$ cat src/iod_pkg.sv
/*
 Shared types and constants of the low I/O register space decoder.
 Assumes one system clock and an active-low asynchronous reset.
*/
package iod_pkg;

	// -------------------------------------------------------------
	// Access operations issued by the core
	// -------------------------------------------------------------
	typedef enum logic [2:0] {
		IOD_IO_READ = 3'h0,
		IOD_IO_WRITE = 3'h1,
		IOD_SET_BIT_INSTR = 3'h2,
		IOD_CLEAR_BIT_INSTR = 3'h3,
		IOD_SKIP_IF_BIT_SET_INSTR = 3'h4,
		IOD_SKIP_IF_BIT_CLEAR_INSTR = 3'h5,
		IOD_DATA_LOAD = 3'h6,
		IOD_DATA_STORE = 3'h7
	} iod_op_t;

	// -------------------------------------------------------------
	// I/O offsets
	// -------------------------------------------------------------
	localparam logic [5:0] IOD_PORT_A_INPUT = 6'h00;
	localparam logic [5:0] IOD_PORT_A_DIRECTION = 6'h01;
	localparam logic [5:0] IOD_PORT_A_OUTPUT = 6'h02;
	localparam logic [5:0] IOD_PORT_B_INPUT = 6'h03;
	localparam logic [5:0] IOD_PORT_B_DIRECTION = 6'h04;
	localparam logic [5:0] IOD_PORT_B_OUTPUT = 6'h05;
	localparam logic [5:0] IOD_PORT_C_INPUT = 6'h06;
	localparam logic [5:0] IOD_PORT_C_DIRECTION = 6'h07;
	localparam logic [5:0] IOD_PORT_C_OUTPUT = 6'h08;
	localparam logic [5:0] IOD_PORT_D_INPUT = 6'h09;
	localparam logic [5:0] IOD_PORT_D_DIRECTION = 6'h0a;
	localparam logic [5:0] IOD_PORT_D_OUTPUT = 6'h0b;
	localparam logic [5:0] IOD_PORT_E_INPUT = 6'h0c;
	localparam logic [5:0] IOD_PORT_E_DIRECTION = 6'h0d;
	localparam logic [5:0] IOD_PORT_E_OUTPUT = 6'h0e;
	localparam logic [5:0] IOD_PORT_F_INPUT = 6'h0f;
	localparam logic [5:0] IOD_PORT_F_DIRECTION = 6'h10;
	localparam logic [5:0] IOD_PORT_F_OUTPUT = 6'h11;
	localparam logic [5:0] IOD_TIMER_ZERO_FLAGS = 6'h15;
	localparam logic [5:0] IOD_TIMER_ONE_FLAGS = 6'h16;
	localparam logic [5:0] IOD_TIMER_TWO_FLAGS = 6'h17;
	localparam logic [5:0] IOD_TIMER_THREE_FLAGS = 6'h18;
	localparam logic [5:0] IOD_PIN_CHANGE_FLAGS = 6'h1b;
	localparam logic [5:0] IOD_EXTERNAL_IRQ_FLAGS = 6'h1c;
	localparam logic [5:0] IOD_EXTERNAL_IRQ_MASK = 6'h1d;
	localparam logic [5:0] IOD_GENERAL_SCRATCH_ZERO = 6'h1e;
	localparam logic [5:0] IOD_NV_MEMORY_CONTROL = 6'h1f;
	localparam logic [5:0] IOD_NV_MEMORY_DATA = 6'h20;
	localparam logic [5:0] IOD_NV_ADDRESS_LOW = 6'h21;
	localparam logic [5:0] IOD_NV_ADDRESS_HIGH = 6'h22;
	localparam logic [5:0] IOD_GLOBAL_TIMER_CONTROL = 6'h23;
	localparam logic [5:0] IOD_TIMER_ZERO_CONTROL_A = 6'h24;
	localparam logic [5:0] IOD_TIMER_ZERO_CONTROL_B = 6'h25;
	localparam logic [5:0] IOD_TIMER_ZERO_COUNT = 6'h26;
	localparam logic [5:0] IOD_TIMER_ZERO_COMPARE_A = 6'h27;
	localparam logic [5:0] IOD_TIMER_ZERO_COMPARE_B = 6'h28;
	localparam logic [5:0] IOD_PLL_CONTROL_STATUS = 6'h29;
	localparam logic [5:0] IOD_BITOP_LAST = 6'h1f;

	// -------------------------------------------------------------
	// Data-space windows
	// -------------------------------------------------------------
	localparam logic [15:0] IOD_DATA_IO_FIRST = 16'h0020;
	localparam logic [15:0] IOD_DATA_IO_LAST = 16'h005f;
	localparam logic [15:0] IOD_EXT_FIRST = 16'h0060;
	localparam logic [15:0] IOD_EXT_LAST = 16'h01ff;

	// -------------------------------------------------------------
	// Groups, masks and reset values
	// -------------------------------------------------------------
	localparam int IOD_PORT_COUNT = 6;
	localparam int IOD_FLAG_COUNT = 6;
	localparam int IOD_SYNC_WIDTH = IOD_PORT_COUNT * 8 + 1;
	localparam int IOD_MEM_DEPTH = 16;
	localparam int IOD_MEM_AW = 4;
	localparam logic [5:0] IOD_MEM_BASE = IOD_EXTERNAL_IRQ_MASK;
	localparam int IOD_PLL_LOCK_BIT = 0;
	localparam logic [7:0] IOD_MASK_ALL = 8'hff;
	localparam logic [7:0] IOD_NV_CONTROL_MASK = 8'h3f;
	localparam logic [7:0] IOD_NV_ADDR_HIGH_MASK = 8'h0f;
	localparam logic [7:0] IOD_GLOBAL_TIMER_MASK = 8'h83;
	localparam logic [7:0] IOD_TIMER_ZERO_A_MASK = 8'hf3;
	localparam logic [7:0] IOD_TIMER_ZERO_B_MASK = 8'hcf;
	localparam logic [7:0] IOD_PLL_READ_MASK = 8'h1f;
	localparam logic [7:0] IOD_PLL_WRITE_MASK = 8'h1e;
	localparam logic [7:0] IOD_RESET_BYTE = 8'h00;
	localparam logic [7:0] IOD_DIR_N_RESET = 8'hff;

	typedef logic [IOD_PORT_COUNT-1:0][7:0] iod_port_bytes_t;
	typedef logic [IOD_FLAG_COUNT-1:0][7:0] iod_flag_bytes_t;

	localparam logic [5:0] IOD_PIN_OFS [IOD_PORT_COUNT] = '{IOD_PORT_A_INPUT,
		IOD_PORT_B_INPUT, IOD_PORT_C_INPUT, IOD_PORT_D_INPUT,
		IOD_PORT_E_INPUT, IOD_PORT_F_INPUT};
	localparam logic [5:0] IOD_DIR_OFS [IOD_PORT_COUNT] = '{
		IOD_PORT_A_DIRECTION, IOD_PORT_B_DIRECTION, IOD_PORT_C_DIRECTION,
		IOD_PORT_D_DIRECTION, IOD_PORT_E_DIRECTION, IOD_PORT_F_DIRECTION};
	localparam logic [5:0] IOD_OUT_OFS [IOD_PORT_COUNT] = '{
		IOD_PORT_A_OUTPUT, IOD_PORT_B_OUTPUT, IOD_PORT_C_OUTPUT,
		IOD_PORT_D_OUTPUT, IOD_PORT_E_OUTPUT, IOD_PORT_F_OUTPUT};
	localparam logic [5:0] IOD_FLAG_OFS [IOD_FLAG_COUNT] = '{
		IOD_TIMER_ZERO_FLAGS, IOD_TIMER_ONE_FLAGS, IOD_TIMER_TWO_FLAGS,
		IOD_TIMER_THREE_FLAGS, IOD_PIN_CHANGE_FLAGS, IOD_EXTERNAL_IRQ_FLAGS};
	localparam logic [7:0] IOD_FLAG_MASK [IOD_FLAG_COUNT] = '{8'h07, 8'h2f,
		8'h07, 8'h2f, 8'h01, 8'hff};

	// -------------------------------------------------------------
	// Carriers
	// -------------------------------------------------------------
	typedef struct packed {
		iod_op_t op;
		logic [15:0] addr;
		logic [2:0] bitn;
		logic [7:0] wdata;
	} iod_req_t;

	typedef struct packed {
		logic ack;
		logic err;
		logic skip;
		logic [7:0] rdata;
	} iod_ans_t;

	typedef struct packed {
		logic rd;
		logic wr;
		logic [8:0] addr;
		logic [7:0] wdata;
	} iod_ext_t;

	typedef struct packed {
		logic wr;
		logic [5:0] addr;
		logic [7:0] data;
	} iod_note_t;

	typedef struct packed {
		logic io_hit;
		logic ext_hit;
		logic [5:0] io_addr;
	} iod_dec_t;

endpackage : iod_pkg

$ cat src/iod_sync2.sv
/*
 Two-flop synchroniser for a bundle of levels.
 Assumes the inputs are unrelated to clk_sys.
*/
`timescale 1ns/1ps
module iod_sync2
	import iod_pkg::*;
#(
	parameter int W = 1
)
(
	input wire logic clk_sys, // System clock
	input wire logic resetn, // Async reset
	input wire logic [W-1:0] d, // Raw levels
	output logic [W-1:0] q // Synchronised levels
);
	typedef struct packed {
		logic [W-1:0] s1;
		logic [W-1:0] s2;
	} iod_sync_state_t;

	iod_sync_state_t st;
	iod_sync_state_t next_st;

	always_comb
	begin
		next_st.s1 = d;
		next_st.s2 = st.s1;
	end

	always_ff @(posedge clk_sys or negedge resetn)
	begin
		if (!resetn)
			st <= '0;
		else
			st <= next_st;
	end

	assign q = st.s2;
endmodule : iod_sync2

$ cat src/iod_regmem.sv
/*
 Small register memory holding the plain control registers.
 Assumes one write port and one read port on clk_sys.
*/
`timescale 1ns/1ps
module iod_regmem
	import iod_pkg::*;
(
	input wire logic clk_sys, // System clock
	input wire logic resetn, // Async reset
	input wire logic we, // Write strobe
	input wire logic [IOD_MEM_AW-1:0] waddr, // Write index
	input wire logic [7:0] wdata, // Write byte
	input wire logic [IOD_MEM_AW-1:0] raddr, // Read index
	output logic [7:0] rdata // Registered read byte
);
	typedef struct packed {
		logic [IOD_MEM_DEPTH-1:0][7:0] mem;
		logic [7:0] rdata;
	} iod_mem_state_t;

	iod_mem_state_t st;
	iod_mem_state_t next_st;

	always_comb
	begin
		next_st = st;
		next_st.rdata = st.mem[raddr];
		if (we)
			next_st.mem[waddr] = wdata;
	end

	always_ff @(posedge clk_sys or negedge resetn)
	begin
		if (!resetn)
			st <= '0;
		else
			st <= next_st;
	end

	assign rdata = st.rdata;
endmodule : iod_regmem

$ cat src/iod_top.sv
/*
 Decoder and access logic of the low I/O register space.
 Assumes the core holds req stable while req_valid and not req_ready;
 flag_event and ext_rdata come from logic on clk_sys.
*/
`timescale 1ns/1ps

// Overview of operation
// - Bit set/clear only at 0x00 to 0x1F
// - Skip instructions test any bit in range
// - Some flags clear on writing one
// - Bit set/clear rewrites whole register, clearing flags
// - I/O instructions address 0x00 to 0x3F
// - Data-space address is I/O address plus 0x20
// - Extended range only through data-space access
module iod_top
	import iod_pkg::*;
(
	input wire logic clk_sys, // System clock
	input wire logic resetn, // Async reset
	input wire logic req_valid, // Access request
	input wire iod_req_t req, // Request fields
	output logic req_ready, // Request taken when high
	output iod_ans_t ans, // Answer, ack one cycle
	output iod_ext_t ext, // Extended space strobe
	input wire logic [7:0] ext_rdata, // Extended space read data
	output iod_note_t note, // Control register write notice
	input wire iod_port_bytes_t pin_in, // Pin levels
	output iod_port_bytes_t pin_out, // Pin drive values
	output iod_port_bytes_t pin_oe_n, // Pin drive enables
	input wire logic pll_lock_raw, // PLL lock level
	input wire iod_flag_bytes_t flag_event // Flag set pulses
);
	typedef enum logic [1:0] {
		ST_IDLE = 2'h1,
		ST_ACCESS = 2'h2
	} iod_state_t;

	typedef struct packed {
		iod_state_t state;
		logic ready;
		iod_req_t req;
		iod_port_bytes_t port_out;
		iod_port_bytes_t dir_n;
		iod_flag_bytes_t flag;
		iod_ans_t ans;
		iod_ext_t ext;
		iod_note_t note;
	} iod_top_state_t;

	iod_top_state_t st;
	iod_top_state_t next_st;

	logic [IOD_SYNC_WIDTH-1:0] sync_q;
	iod_port_bytes_t pin_s;
	logic pll_lock_s;
	iod_dec_t dec_in;
	iod_dec_t dec;
	logic take;
	logic access;
	logic is_bitop;
	logic is_skip;
	logic is_write;
	logic deny;
	logic wr_en;
	logic [7:0] cur;
	logic [7:0] cur_m;
	logic [7:0] rmask;
	logic [7:0] wmask;
	logic [7:0] bit_m;
	logic [7:0] wr_val;
	logic bit_val;
	logic [IOD_PORT_COUNT-1:0] dir_hit;
	logic [IOD_PORT_COUNT-1:0] out_hit;
	logic [IOD_FLAG_COUNT-1:0] flag_hit;
	iod_flag_bytes_t flag_clr;
	logic mem_hit;
	logic mem_we;
	logic [7:0] mem_rdata;
	logic [IOD_MEM_AW-1:0] mem_raddr;
	logic [IOD_MEM_AW-1:0] mem_waddr;

	// ---------------------------------------------------------------
	// Pin synchronisers and control register memory
	// ---------------------------------------------------------------
	iod_sync2 #(
		.W(IOD_SYNC_WIDTH)
	) u_sync (
		.clk_sys(clk_sys),
		.resetn(resetn),
		.d({pll_lock_raw, pin_in}),
		.q(sync_q)
	);

	assign pin_s = sync_q[IOD_SYNC_WIDTH-2:0];
	assign pll_lock_s = sync_q[IOD_SYNC_WIDTH-1];

	iod_regmem u_mem (
		.clk_sys(clk_sys),
		.resetn(resetn),
		.we(mem_we),
		.waddr(mem_waddr),
		.wdata(wr_val & wmask),
		.raddr(mem_raddr),
		.rdata(mem_rdata)
	);

	// ---------------------------------------------------------------
	// Address decode
	// ---------------------------------------------------------------
	function automatic iod_dec_t decode(input iod_req_t r);
		iod_dec_t d;
		d = '0;
		if (r.op == IOD_DATA_LOAD || r.op == IOD_DATA_STORE)
		begin
			if (r.addr >= IOD_DATA_IO_FIRST && r.addr <= IOD_DATA_IO_LAST)
			begin
				d.io_hit = 1'b1;
				d.io_addr = 6'(r.addr - IOD_DATA_IO_FIRST);
			end
			else if (r.addr >= IOD_EXT_FIRST && r.addr <= IOD_EXT_LAST)
				d.ext_hit = 1'b1;
		end
		else
		begin
			d.io_hit = 1'b1;
			d.io_addr = r.addr[5:0];
		end
		return d;
	endfunction : decode

	function automatic logic [7:0] misc_rmask(input logic [5:0] a);
		case (a)
			IOD_NV_MEMORY_CONTROL: misc_rmask = IOD_NV_CONTROL_MASK;
			IOD_NV_ADDRESS_HIGH: misc_rmask = IOD_NV_ADDR_HIGH_MASK;
			IOD_GLOBAL_TIMER_CONTROL: misc_rmask = IOD_GLOBAL_TIMER_MASK;
			IOD_TIMER_ZERO_CONTROL_A: misc_rmask = IOD_TIMER_ZERO_A_MASK;
			IOD_TIMER_ZERO_CONTROL_B: misc_rmask = IOD_TIMER_ZERO_B_MASK;
			IOD_PLL_CONTROL_STATUS: misc_rmask = IOD_PLL_READ_MASK;
			IOD_EXTERNAL_IRQ_MASK,
			IOD_GENERAL_SCRATCH_ZERO,
			IOD_NV_MEMORY_DATA,
			IOD_NV_ADDRESS_LOW,
			IOD_TIMER_ZERO_COUNT,
			IOD_TIMER_ZERO_COMPARE_A,
			IOD_TIMER_ZERO_COMPARE_B: misc_rmask = IOD_MASK_ALL;
			default: misc_rmask = '0;
		endcase
	endfunction : misc_rmask

	assign dec_in = decode(req);
	assign dec = decode(st.req);
	assign take = req_valid && st.ready && st.state == ST_IDLE;
	assign access = st.state == ST_ACCESS;
	assign mem_raddr = IOD_MEM_AW'(dec_in.io_addr - IOD_MEM_BASE);
	assign mem_waddr = IOD_MEM_AW'(dec.io_addr - IOD_MEM_BASE);

	// ---------------------------------------------------------------
	// Operation class and range limits
	// ---------------------------------------------------------------
	always_comb
	begin
		is_bitop = st.req.op == IOD_SET_BIT_INSTR ||
			st.req.op == IOD_CLEAR_BIT_INSTR;
		is_skip = st.req.op == IOD_SKIP_IF_BIT_SET_INSTR ||
			st.req.op == IOD_SKIP_IF_BIT_CLEAR_INSTR;
		is_write = is_bitop || st.req.op == IOD_IO_WRITE ||
			st.req.op == IOD_DATA_STORE;
		deny = (is_bitop || is_skip) && dec.io_addr > IOD_BITOP_LAST;
		wr_en = access && dec.io_hit && is_write && !deny;
	end

	// ---------------------------------------------------------------
	// Read mux and masks
	// ---------------------------------------------------------------
	always_comb
	begin
		cur = '0;
		rmask = '0;
		wmask = '0;
		dir_hit = '0;
		out_hit = '0;
		flag_hit = '0;
		mem_hit = 1'b0;
		for (int k = 0; k < IOD_PORT_COUNT; k++)
		begin
			if (dec.io_addr == IOD_PIN_OFS[k])
			begin
				cur = pin_s[k];
				rmask = IOD_MASK_ALL;
			end
			if (dec.io_addr == IOD_DIR_OFS[k])
			begin
				cur = ~st.dir_n[k];
				rmask = IOD_MASK_ALL;
				wmask = IOD_MASK_ALL;
				dir_hit[k] = 1'b1;
			end
			if (dec.io_addr == IOD_OUT_OFS[k])
			begin
				cur = st.port_out[k];
				rmask = IOD_MASK_ALL;
				wmask = IOD_MASK_ALL;
				out_hit[k] = 1'b1;
			end
		end
		for (int f = 0; f < IOD_FLAG_COUNT; f++)
		begin
			if (dec.io_addr == IOD_FLAG_OFS[f])
			begin
				cur = st.flag[f];
				rmask = IOD_FLAG_MASK[f];
				wmask = IOD_FLAG_MASK[f];
				flag_hit[f] = 1'b1;
			end
		end
		if (dec.io_addr >= IOD_MEM_BASE &&
			dec.io_addr <= IOD_PLL_CONTROL_STATUS)
		begin
			mem_hit = 1'b1;
			cur = mem_rdata;
			rmask = misc_rmask(dec.io_addr);
			wmask = rmask;
			if (dec.io_addr == IOD_PLL_CONTROL_STATUS)
			begin
				cur[IOD_PLL_LOCK_BIT] = pll_lock_s;
				wmask = IOD_PLL_WRITE_MASK;
			end
		end
		if (!dec.io_hit)
		begin
			rmask = '0;
			wmask = '0;
		end
		cur_m = cur & rmask;
	end

	// ---------------------------------------------------------------
	// Write value, including read-modify-write of bit operations
	// ---------------------------------------------------------------
	always_comb
	begin
		bit_m = 8'(8'h01 << st.req.bitn);
		bit_val = cur_m[st.req.bitn];
		case (st.req.op)
			IOD_SET_BIT_INSTR: wr_val = cur_m | bit_m;
			IOD_CLEAR_BIT_INSTR: wr_val = cur_m & ~bit_m;
			IOD_IO_WRITE,
			IOD_DATA_STORE: wr_val = st.req.wdata;
			default: wr_val = '0;
		endcase
		mem_we = wr_en && mem_hit && wmask != '0;
		for (int f = 0; f < IOD_FLAG_COUNT; f++)
			flag_clr[f] = (wr_en && flag_hit[f]) ?
				(wr_val & IOD_FLAG_MASK[f]) : '0;
	end

	// ---------------------------------------------------------------
	// Sequencer
	// ---------------------------------------------------------------
	always_comb
	begin
		next_st = st;
		next_st.ans = '0;
		next_st.ext.rd = 1'b0;
		next_st.ext.wr = 1'b0;
		next_st.note.wr = 1'b0;
		for (int f = 0; f < IOD_FLAG_COUNT; f++)
			next_st.flag[f] = (st.flag[f] & ~flag_clr[f]) |
				(flag_event[f] & IOD_FLAG_MASK[f]);
		case (st.state)
			ST_IDLE:
			begin
				if (take)
				begin
					next_st.state = ST_ACCESS;
					next_st.ready = 1'b0;
					next_st.req = req;
					next_st.ext.rd = dec_in.ext_hit && req.op == IOD_DATA_LOAD;
					next_st.ext.wr = dec_in.ext_hit && req.op == IOD_DATA_STORE;
					next_st.ext.addr = req.addr[8:0];
					next_st.ext.wdata = req.wdata;
				end
			end
			ST_ACCESS:
			begin
				next_st.state = ST_IDLE;
				next_st.ready = 1'b1;
				next_st.ans.ack = 1'b1;
				next_st.ans.err = deny || !(dec.io_hit || dec.ext_hit);
				next_st.ans.rdata = st.ext.rd ? ext_rdata :
					(deny ? '0 : cur_m);
				if (is_skip && !deny)
					next_st.ans.skip =
						(st.req.op == IOD_SKIP_IF_BIT_SET_INSTR) ?
						bit_val : !bit_val;
				for (int k = 0; k < IOD_PORT_COUNT; k++)
				begin
					if (wr_en && out_hit[k])
						next_st.port_out[k] = wr_val;
					if (wr_en && dir_hit[k])
						next_st.dir_n[k] = ~wr_val;
				end
				next_st.note.wr = mem_we;
				next_st.note.addr = dec.io_addr;
				next_st.note.data = wr_val & wmask;
			end
			default:
			begin
				next_st.state = ST_IDLE;
				next_st.ready = 1'b1;
			end
		endcase
	end

	always_ff @(posedge clk_sys or negedge resetn)
	begin
		if (!resetn)
		begin
			st <= '0;
			st.state <= ST_IDLE;
			st.ready <= 1'b1;
			st.port_out <= '{default: IOD_RESET_BYTE};
			st.dir_n <= '{default: IOD_DIR_N_RESET};
		end
		else
			st <= next_st;
	end

	assign req_ready = st.ready;
	assign ans = st.ans;
	assign ext = st.ext;
	assign note = st.note;
	assign pin_out = st.port_out;
	assign pin_oe_n = st.dir_n;
endmodule : iod_top

$ cat config.mk
export PLATFORM = sky130hd
export DESIGN_NAME = iod_top
export DESIGN_NICKNAME = d
export VERILOG_FILES = /design/src/iod_pkg.sv /design/src/iod_sync2.sv /design/src/iod_regmem.sv /design/src/iod_top.sv
export SDC_FILE = /design/constraint.sdc
export NUM_CORES = 1
export LEC_CHECK = 0
export BUFFER_PORTS_ARGS = -buffer_cell sky130_fd_sc_hd__clkbuf_2
export CORE_MARGIN = 1.5
export CORE_UTILIZATION = 50
export CTS_CLUSTER_DIAMETER = 30
export DETAILED_ROUTE_END_ITERATION = 7
export GPL_TIMING_DRIVEN = 0
export PLACE_DENSITY = 0.78
export SYNTH_ARGS = -nofsm -noshare
export SYNTH_HDL_FRONTEND = slang
export SYNTH_SLANG_ARGS = --single-unit
$ cat constraint.sdc
create_clock -name clk_sys -period 4.9 [get_ports clk_sys]
set_input_delay 0.735 -clock clk_sys [delete_from_list [all_inputs] [get_ports clk_sys]]
set_output_delay 0.735 -clock clk_sys [all_outputs]
set_load 0.02 [all_outputs]
**Word-level counts from Yosys, hierarchy flattened**

Memories as Yosys holds them, arrays and structs flattened.
Index checks and enable logic that the tools add are counted.
W data, S select, Z words.

- $add $sub $neg: 4
- Equality and inequality tests: 36
- Reductions and logical operators: 63
- Bitwise logic cells: 30
- Shift operators: 1
- Order comparisons: 15
- Multiplexer cells: 128

Operators with widths:

| kind | number |
|---|---|
| $mux W8 | 77 |
| $bwmux W128 | 1 |
| $and A8 B8 Y8 | 9 |
| $not A8 Y8 | 9 |
| $eq A6 B4 Y1 const B | 8 |
| $eq A6 B5 Y1 const B | 8 |
| $mux W19 | 2 |
| $logic_and A1 B1 Y1 | 35 |
| $mux W33 | 1 |
| $bmux W8 S4 | 1 |
| $demux W8 S4 | 1 |
| $ge A16 B6 Y1 const B | 2 |
| $ge A16 B7 Y1 const B | 2 |
| $le A16 B7 Y1 const B | 2 |
| $le A16 B9 Y1 const B | 2 |
| $mux W1 | 32 |
| $reduce_and A2 Y1 | 13 |
| $eq A6 B3 Y1 const B | 4 |
| $mux W6 | 4 |
| $pmux W8 S3 | 1 |
| $eq A3 B3 Y1 const B | 6 |
| $not A3 Y8 | 2 |
| $not A6 Y8 | 2 |
| $or A8 B3 Y8 | 2 |
| 32 further kinds | 51 |

- Bits in read-only memories: 512
- Memories kept: 1
- Register bits after elaboration: 448
- Bits of input ports: 138

Memory list:

| memory | words | width | read ports | clocked after Yosys merged registers in | wr ports | line | text |
|---|---|---|---|---|---|---|---|
| (name not given) | 64 | 8 | 1 | 0 | 0 | iod_top.sv:133 | `case (a)` |

**Depth between registers and ports, before layout**

- Depth after elaboration: 38
- Depth in mapped cells: 24

**Modules after synthesis**

From an unflattened synthesis, not the netlist that was laid out.

- Cells, all modules: 1855
- Area, all modules: 20418.3 sq um

By module, submodules not included:

| module | cells each | times used | sequential area each (sq um) | area an instance (sq um) |
|---|---|---|---|---|
| iod_top | 1376 | 1 | 4590.7 | 11808.8 |
| iod_regmem | 381 | 1 | 3403.3 | 6157.2 |
| iod_sync2 | 98 | 1 | 2452.4 | 2452.4 |

**Least setup slack after synthesis**

OpenSTA, ideal clock, no wires.

- Path type: reg-to-reg
- Start point: register st[211] (netlist bit)
- End point: register u_mem.st[114] (netlist bit)
- Stages on the path, launching flop included: 24
- Path buffers: 8
- Path slack: 0.109 ns
- Period minus slack after synthesis: 4.791 ns
- Arrival time: 4.726 ns
- Cells stage by stage: dfrtp_1 -> nor4_4 -> a41o_1 -> buf_4 -> buf_6 -> buf_2 -> nand2_1 -> inv_1 -> ha_1 -> buf_2 -> buf_2 -> clkbuf_1 -> clkbuf_1 -> nand2_1 -> o21ai_0 -> a22oi_1 -> o21ai_0 -> a21oi_1 -> o311ai_0 -> a41oi_1 -> a2bb2oi_2 -> nor2_1 -> clkbuf_1 -> mux2_2

RTL lines:

| item | line | text |
|---|---|---|
| start, declared | iod_top.sv:51 | `iod_top_state_t st;` |
| start signal, assigned | iod_top.sv:327 | `st <= next_st;` |
| end signal, assigned | iod_regmem.sv:38 | `st <= next_st;` |
| end, declared | iod_regmem.sv:22 | `iod_mem_state_t st;` |

==> summary.md <==
| Metric | Value |
|---|---|
| Commonest cells after routing, fill and taps aside | `364 x dfrtp_1, 261 x clkbuf_2, 208 x buf_4` |
| Worst Skew | `0.0366 ns` |
| Post-synthesis async set-or-reset flop share | `100%` |
| Drt pass-1 iters | `6` |
| Vias in the first global route | `17100` |
| Final setup fails | `1` |
| Rows | `73` |
| Final worst slack | `-0.00339 ns` |
| Top_reg_cell synth | `dfrtp_1` |
| R2r worst-path depth | `23` |
| Placeable core area | `40000 µm²` |
| Routed wire length | `79000 µm` |
| CP Launch Type | `flip-flop` |
| Antenna Nets Post-Route | `0` |
| Seq cells post-synth | `415` |
| Post-Route Setup TNS | `-0.00339 ns` |
| Antenna Cells | `0` |
| Seq/Total Area, Yosys | `51.3%` |
| Fillers | `2855` |
| Root Driver | `clkbuf_16` |
| Power density over cell area | `510 nW/µm²` |
| DP HPWL | `54200 µm` |
| RR Startpoint | `st[205]$_DFFE_PN0P_` |
| CTS Hold Bufs | `0` |
| Die Span Y | `205 µm` |
| Largest cells by area after synthesis | `dfrtp_1 45%, dfstp_2 6.3%, mux2_2 5.9%` |
| Violated checks | `negative setup slack` |
| Die area | `42000 µm²` |
| Latest clock arrival within the worst-skew pair | `0.62 ns` |
| Top achievable clock speed | `204 MHz` |
| Area Growth Syn to Fin | `31.8%` |
| Worst-margin pin slew | `1.35 ns` |
| Synth Warn # | `0` |
| Hold_ws | `0.156 ns` |
| DRC viols | `0` |
| Post-synthesis net count | `1954` |
| CP arrival | `5.40 ns` |
| Via density per instance | `6.11` |
| RePlAce Congestion | `1.00` |
| CP Data Required Time | `5.40 ns` |
| Post-synth EDFFs | `0` |
| First-pass GRT wire length | `114000 µm` |
| Status | `complete, but fails checks` |
| CP Max Fanout | `10` |
| Final #Nets | `2359` |
| Final worst path period share | `100%` |
| Io pins | `280` |
| Post-synth top area share | `45.0%` |
| Max-cap violations | `0` |
| Reg2reg setup slack | `-0.003 ns` |
| Fin util | `67.1%` |
| Reg2reg end | `u_mem.st[32]$_DFFE_PN0P_` |
| Min-Delay Path Class | `input pin to async pin` |
| Post-DR wirelength/cell | `28.2 µm` |
| Commonest non-fill, non-tap cell in the layout | `dfrtp_1` |
| Critical path type | `flip-flop to flip-flop` |
| Synthesized area per cell | `11.3 µm²` |
| GRT Util Overall | `37.9%` |
| Initial antenna violation count | `2` |
| Critical Path Sink Type | `flip-flop` |
| Final hold violations | `0` |
| Design Power | `13.7 mW` |
| Post-synth cell types | `105` |
| Min cycle time layout | `4.90 ns` |
| Number of H-tree levels | `3` |
| Max_slew headroom | `10.2%` |
| CTS tree | `done` |
| Initial cell density of the core | `50.9%` |
| Via count | `17100` |
| Num CTS Buffers | `80` |
| RSZ-0062 raised after global routing | `yes` |
| Clock sink count | `415` |
| Die Width | `205 µm` |
| Synth area leader | `dfrtp_1` |
| Mapped Cells | `1807` |
| Bufs on Longest Clock Path | `3` |
| Lkg Pwr | `12.7 nW` |
| Clk slew on worst S/H paths | `0.05 ns` |
| Total gr overflow | `0` |
| Pin count of the biggest net entering global routing | `119` |
| Initial DRC count | `1903` |
| Fin. max-slew vios | `0` |
| Buffers on Ports | `256` |
| Synthesized cell area | `20400 µm²` |
| Peak VDD IR | `494 µV` |
| Layout cells sized above 1 | `44.5%` |
cell families after synthesis:
group,share of synthesized area (%)
xor+xnor,0.172
compound gates,12.5
simple gates,13.4
buf+inv,8.06
fa+ha+maj,0.553
flops,51.3
mux,14.0
per-layer routing:
layer,GRT usage [%],up-vias,share of wire [%]
met3,10.7,231,10
met1,52.3,8654,41
li1,-,7176,-
met4,16.1,2,4.2
met2,56.1,1067,44
met5,0,-,0.020
registers in the layout (all words and copies together), names as in the netlist:
signal,cells
u_mem.st,128
u_mem.rdata,8
ans,11
u_sync.q,49
u_sync.next_st,49
pin_out,48
note,15
ext,10
st,49
pin_oe_n,48
where the power goes:
| group | switching [mW] | leakage [nW] | internal (mW) | total, mW |
|---|---|---|---|---|
| logic | 2.71 | 6.20 | 1.54 | 4.25 |
| registers | 0.205 | 5.20 | 3.68 | 3.89 |
| clock network | 1.96 | 1.33 | 3.61 | 5.56 |
synthesized netlist by cell type (6+ instances only):
cell / n
dfrtp_1: 366
nand2_1: 178
buf_4: 143
nor2_1: 118
a21oi_1: 107
mux2_2: 107
o21ai_0: 97
clkbuf_1: 70
mux2_1: 63
dfstp_2: 49
nand2b_1: 42
mux4_2: 40
nand3_1: 32
buf_2: 28
inv_1: 26
nor2b_1: 16
a22oi_1: 15
nand4_1: 15
nor3_1: 15
o22ai_1: 14
o21a_1: 11
a211oi_1: 10
and3_1: 10
and2_1: 9
ha_1: 9
a31oi_1: 8
buf_1: 8
nand3b_1: 8
nand4b_4: 8
nand4_2: 7
o211ai_1: 7
o31ai_1: 7
o2bb2ai_1: 6
or3_1: 6
area by class of cell:
cell class / instances / area [µm²] / area share (%)
clock inverter: 45 / 572 / 2.13
inverter: 29 / 121 / 0.452
timing repair buffer: 328 / 1980 / 7.38
tap: 525 / 657 / 2.45
clock buffer: 102 / 2210 / 8.25
multi-input combinational: 1112 / 8970 / 33.4
sequential: 415 / 10400 / 38.9
buffer: 246 / 1870 / 6.97
critical path: stages, from the launching register on:
cell,delay [ns]
dfrtp_2,0.43
xor2_1,0.18
a41o_1,0.29
buf_8,0.14
buf_12,0.16
buf_12,0.13
nand2_4,0.12
inv_4,0.07
ha_1,0.22
buf_8,0.16
buf_4,0.14
a211oi_2,0.43
nor2_1,0.08
o211ai_1,0.23
o211a_1,0.27
o211ai_1,0.18
a31o_1,0.30
o21ai_1,0.14
o2bb2a_1,0.19
buf_6,0.20
a2111oi_4,0.08
buf_4,0.18
buf_2,0.14
mux2_1,0.29
stage by stage:
stage / setup slack, ns / std cells / cell area, µm²
finish: -0.00339 / 2802 / 26800
global route: -0.0274 / 2802 / 26800
CTS: 0.0133 / 2781 / 26400
detailed placement: -3.03 / 2592 / 22400
global placement: -5.53 / 2588 / 22300
floorplan: 0.109 / 1807 / 20400
worst max-delay path by stage:
stage | from | to | slack (ns) | depth (start not counted)
6_report | st[205]$_DFFE_PN0P_ | u_mem.st[32]$_DFFE_PN0P_ | -0.003 | 23
5_1_grt | st[211]$_DFFE_PN0P_ | st[89]$_DFF_PN0_ | -0.03 | 20
3_5_place_dp | st[211]$_DFFE_PN0P_ | pin_oe_n[14]$_DFFE_PN1P_ | -3.03 | 20
2_1_floorplan | st[211]$_DFFE_PN0P_ | u_mem.st[114]$_DFFE_PN0P_ | 0.11 | 23
4_1_cts | st[217]$_DFFE_PN0P_ | u_mem.st[24]$_DFFE_PN0P_ | 0.01 | 23
3_3_place_gp | resetn | pin_out[28]$_DFFE_PN0P_ | -5.53 | 1
what timing repair did:
item / in CTS / in global routing
gates cloned: 1 / 0
resized for setup: 221 / 69
setup buffers: 46 / 21
setup endpoints to repair: 275 / 230
pin swaps: 34 / 34
Note: power is estimated with default switching activity, not from simulation.
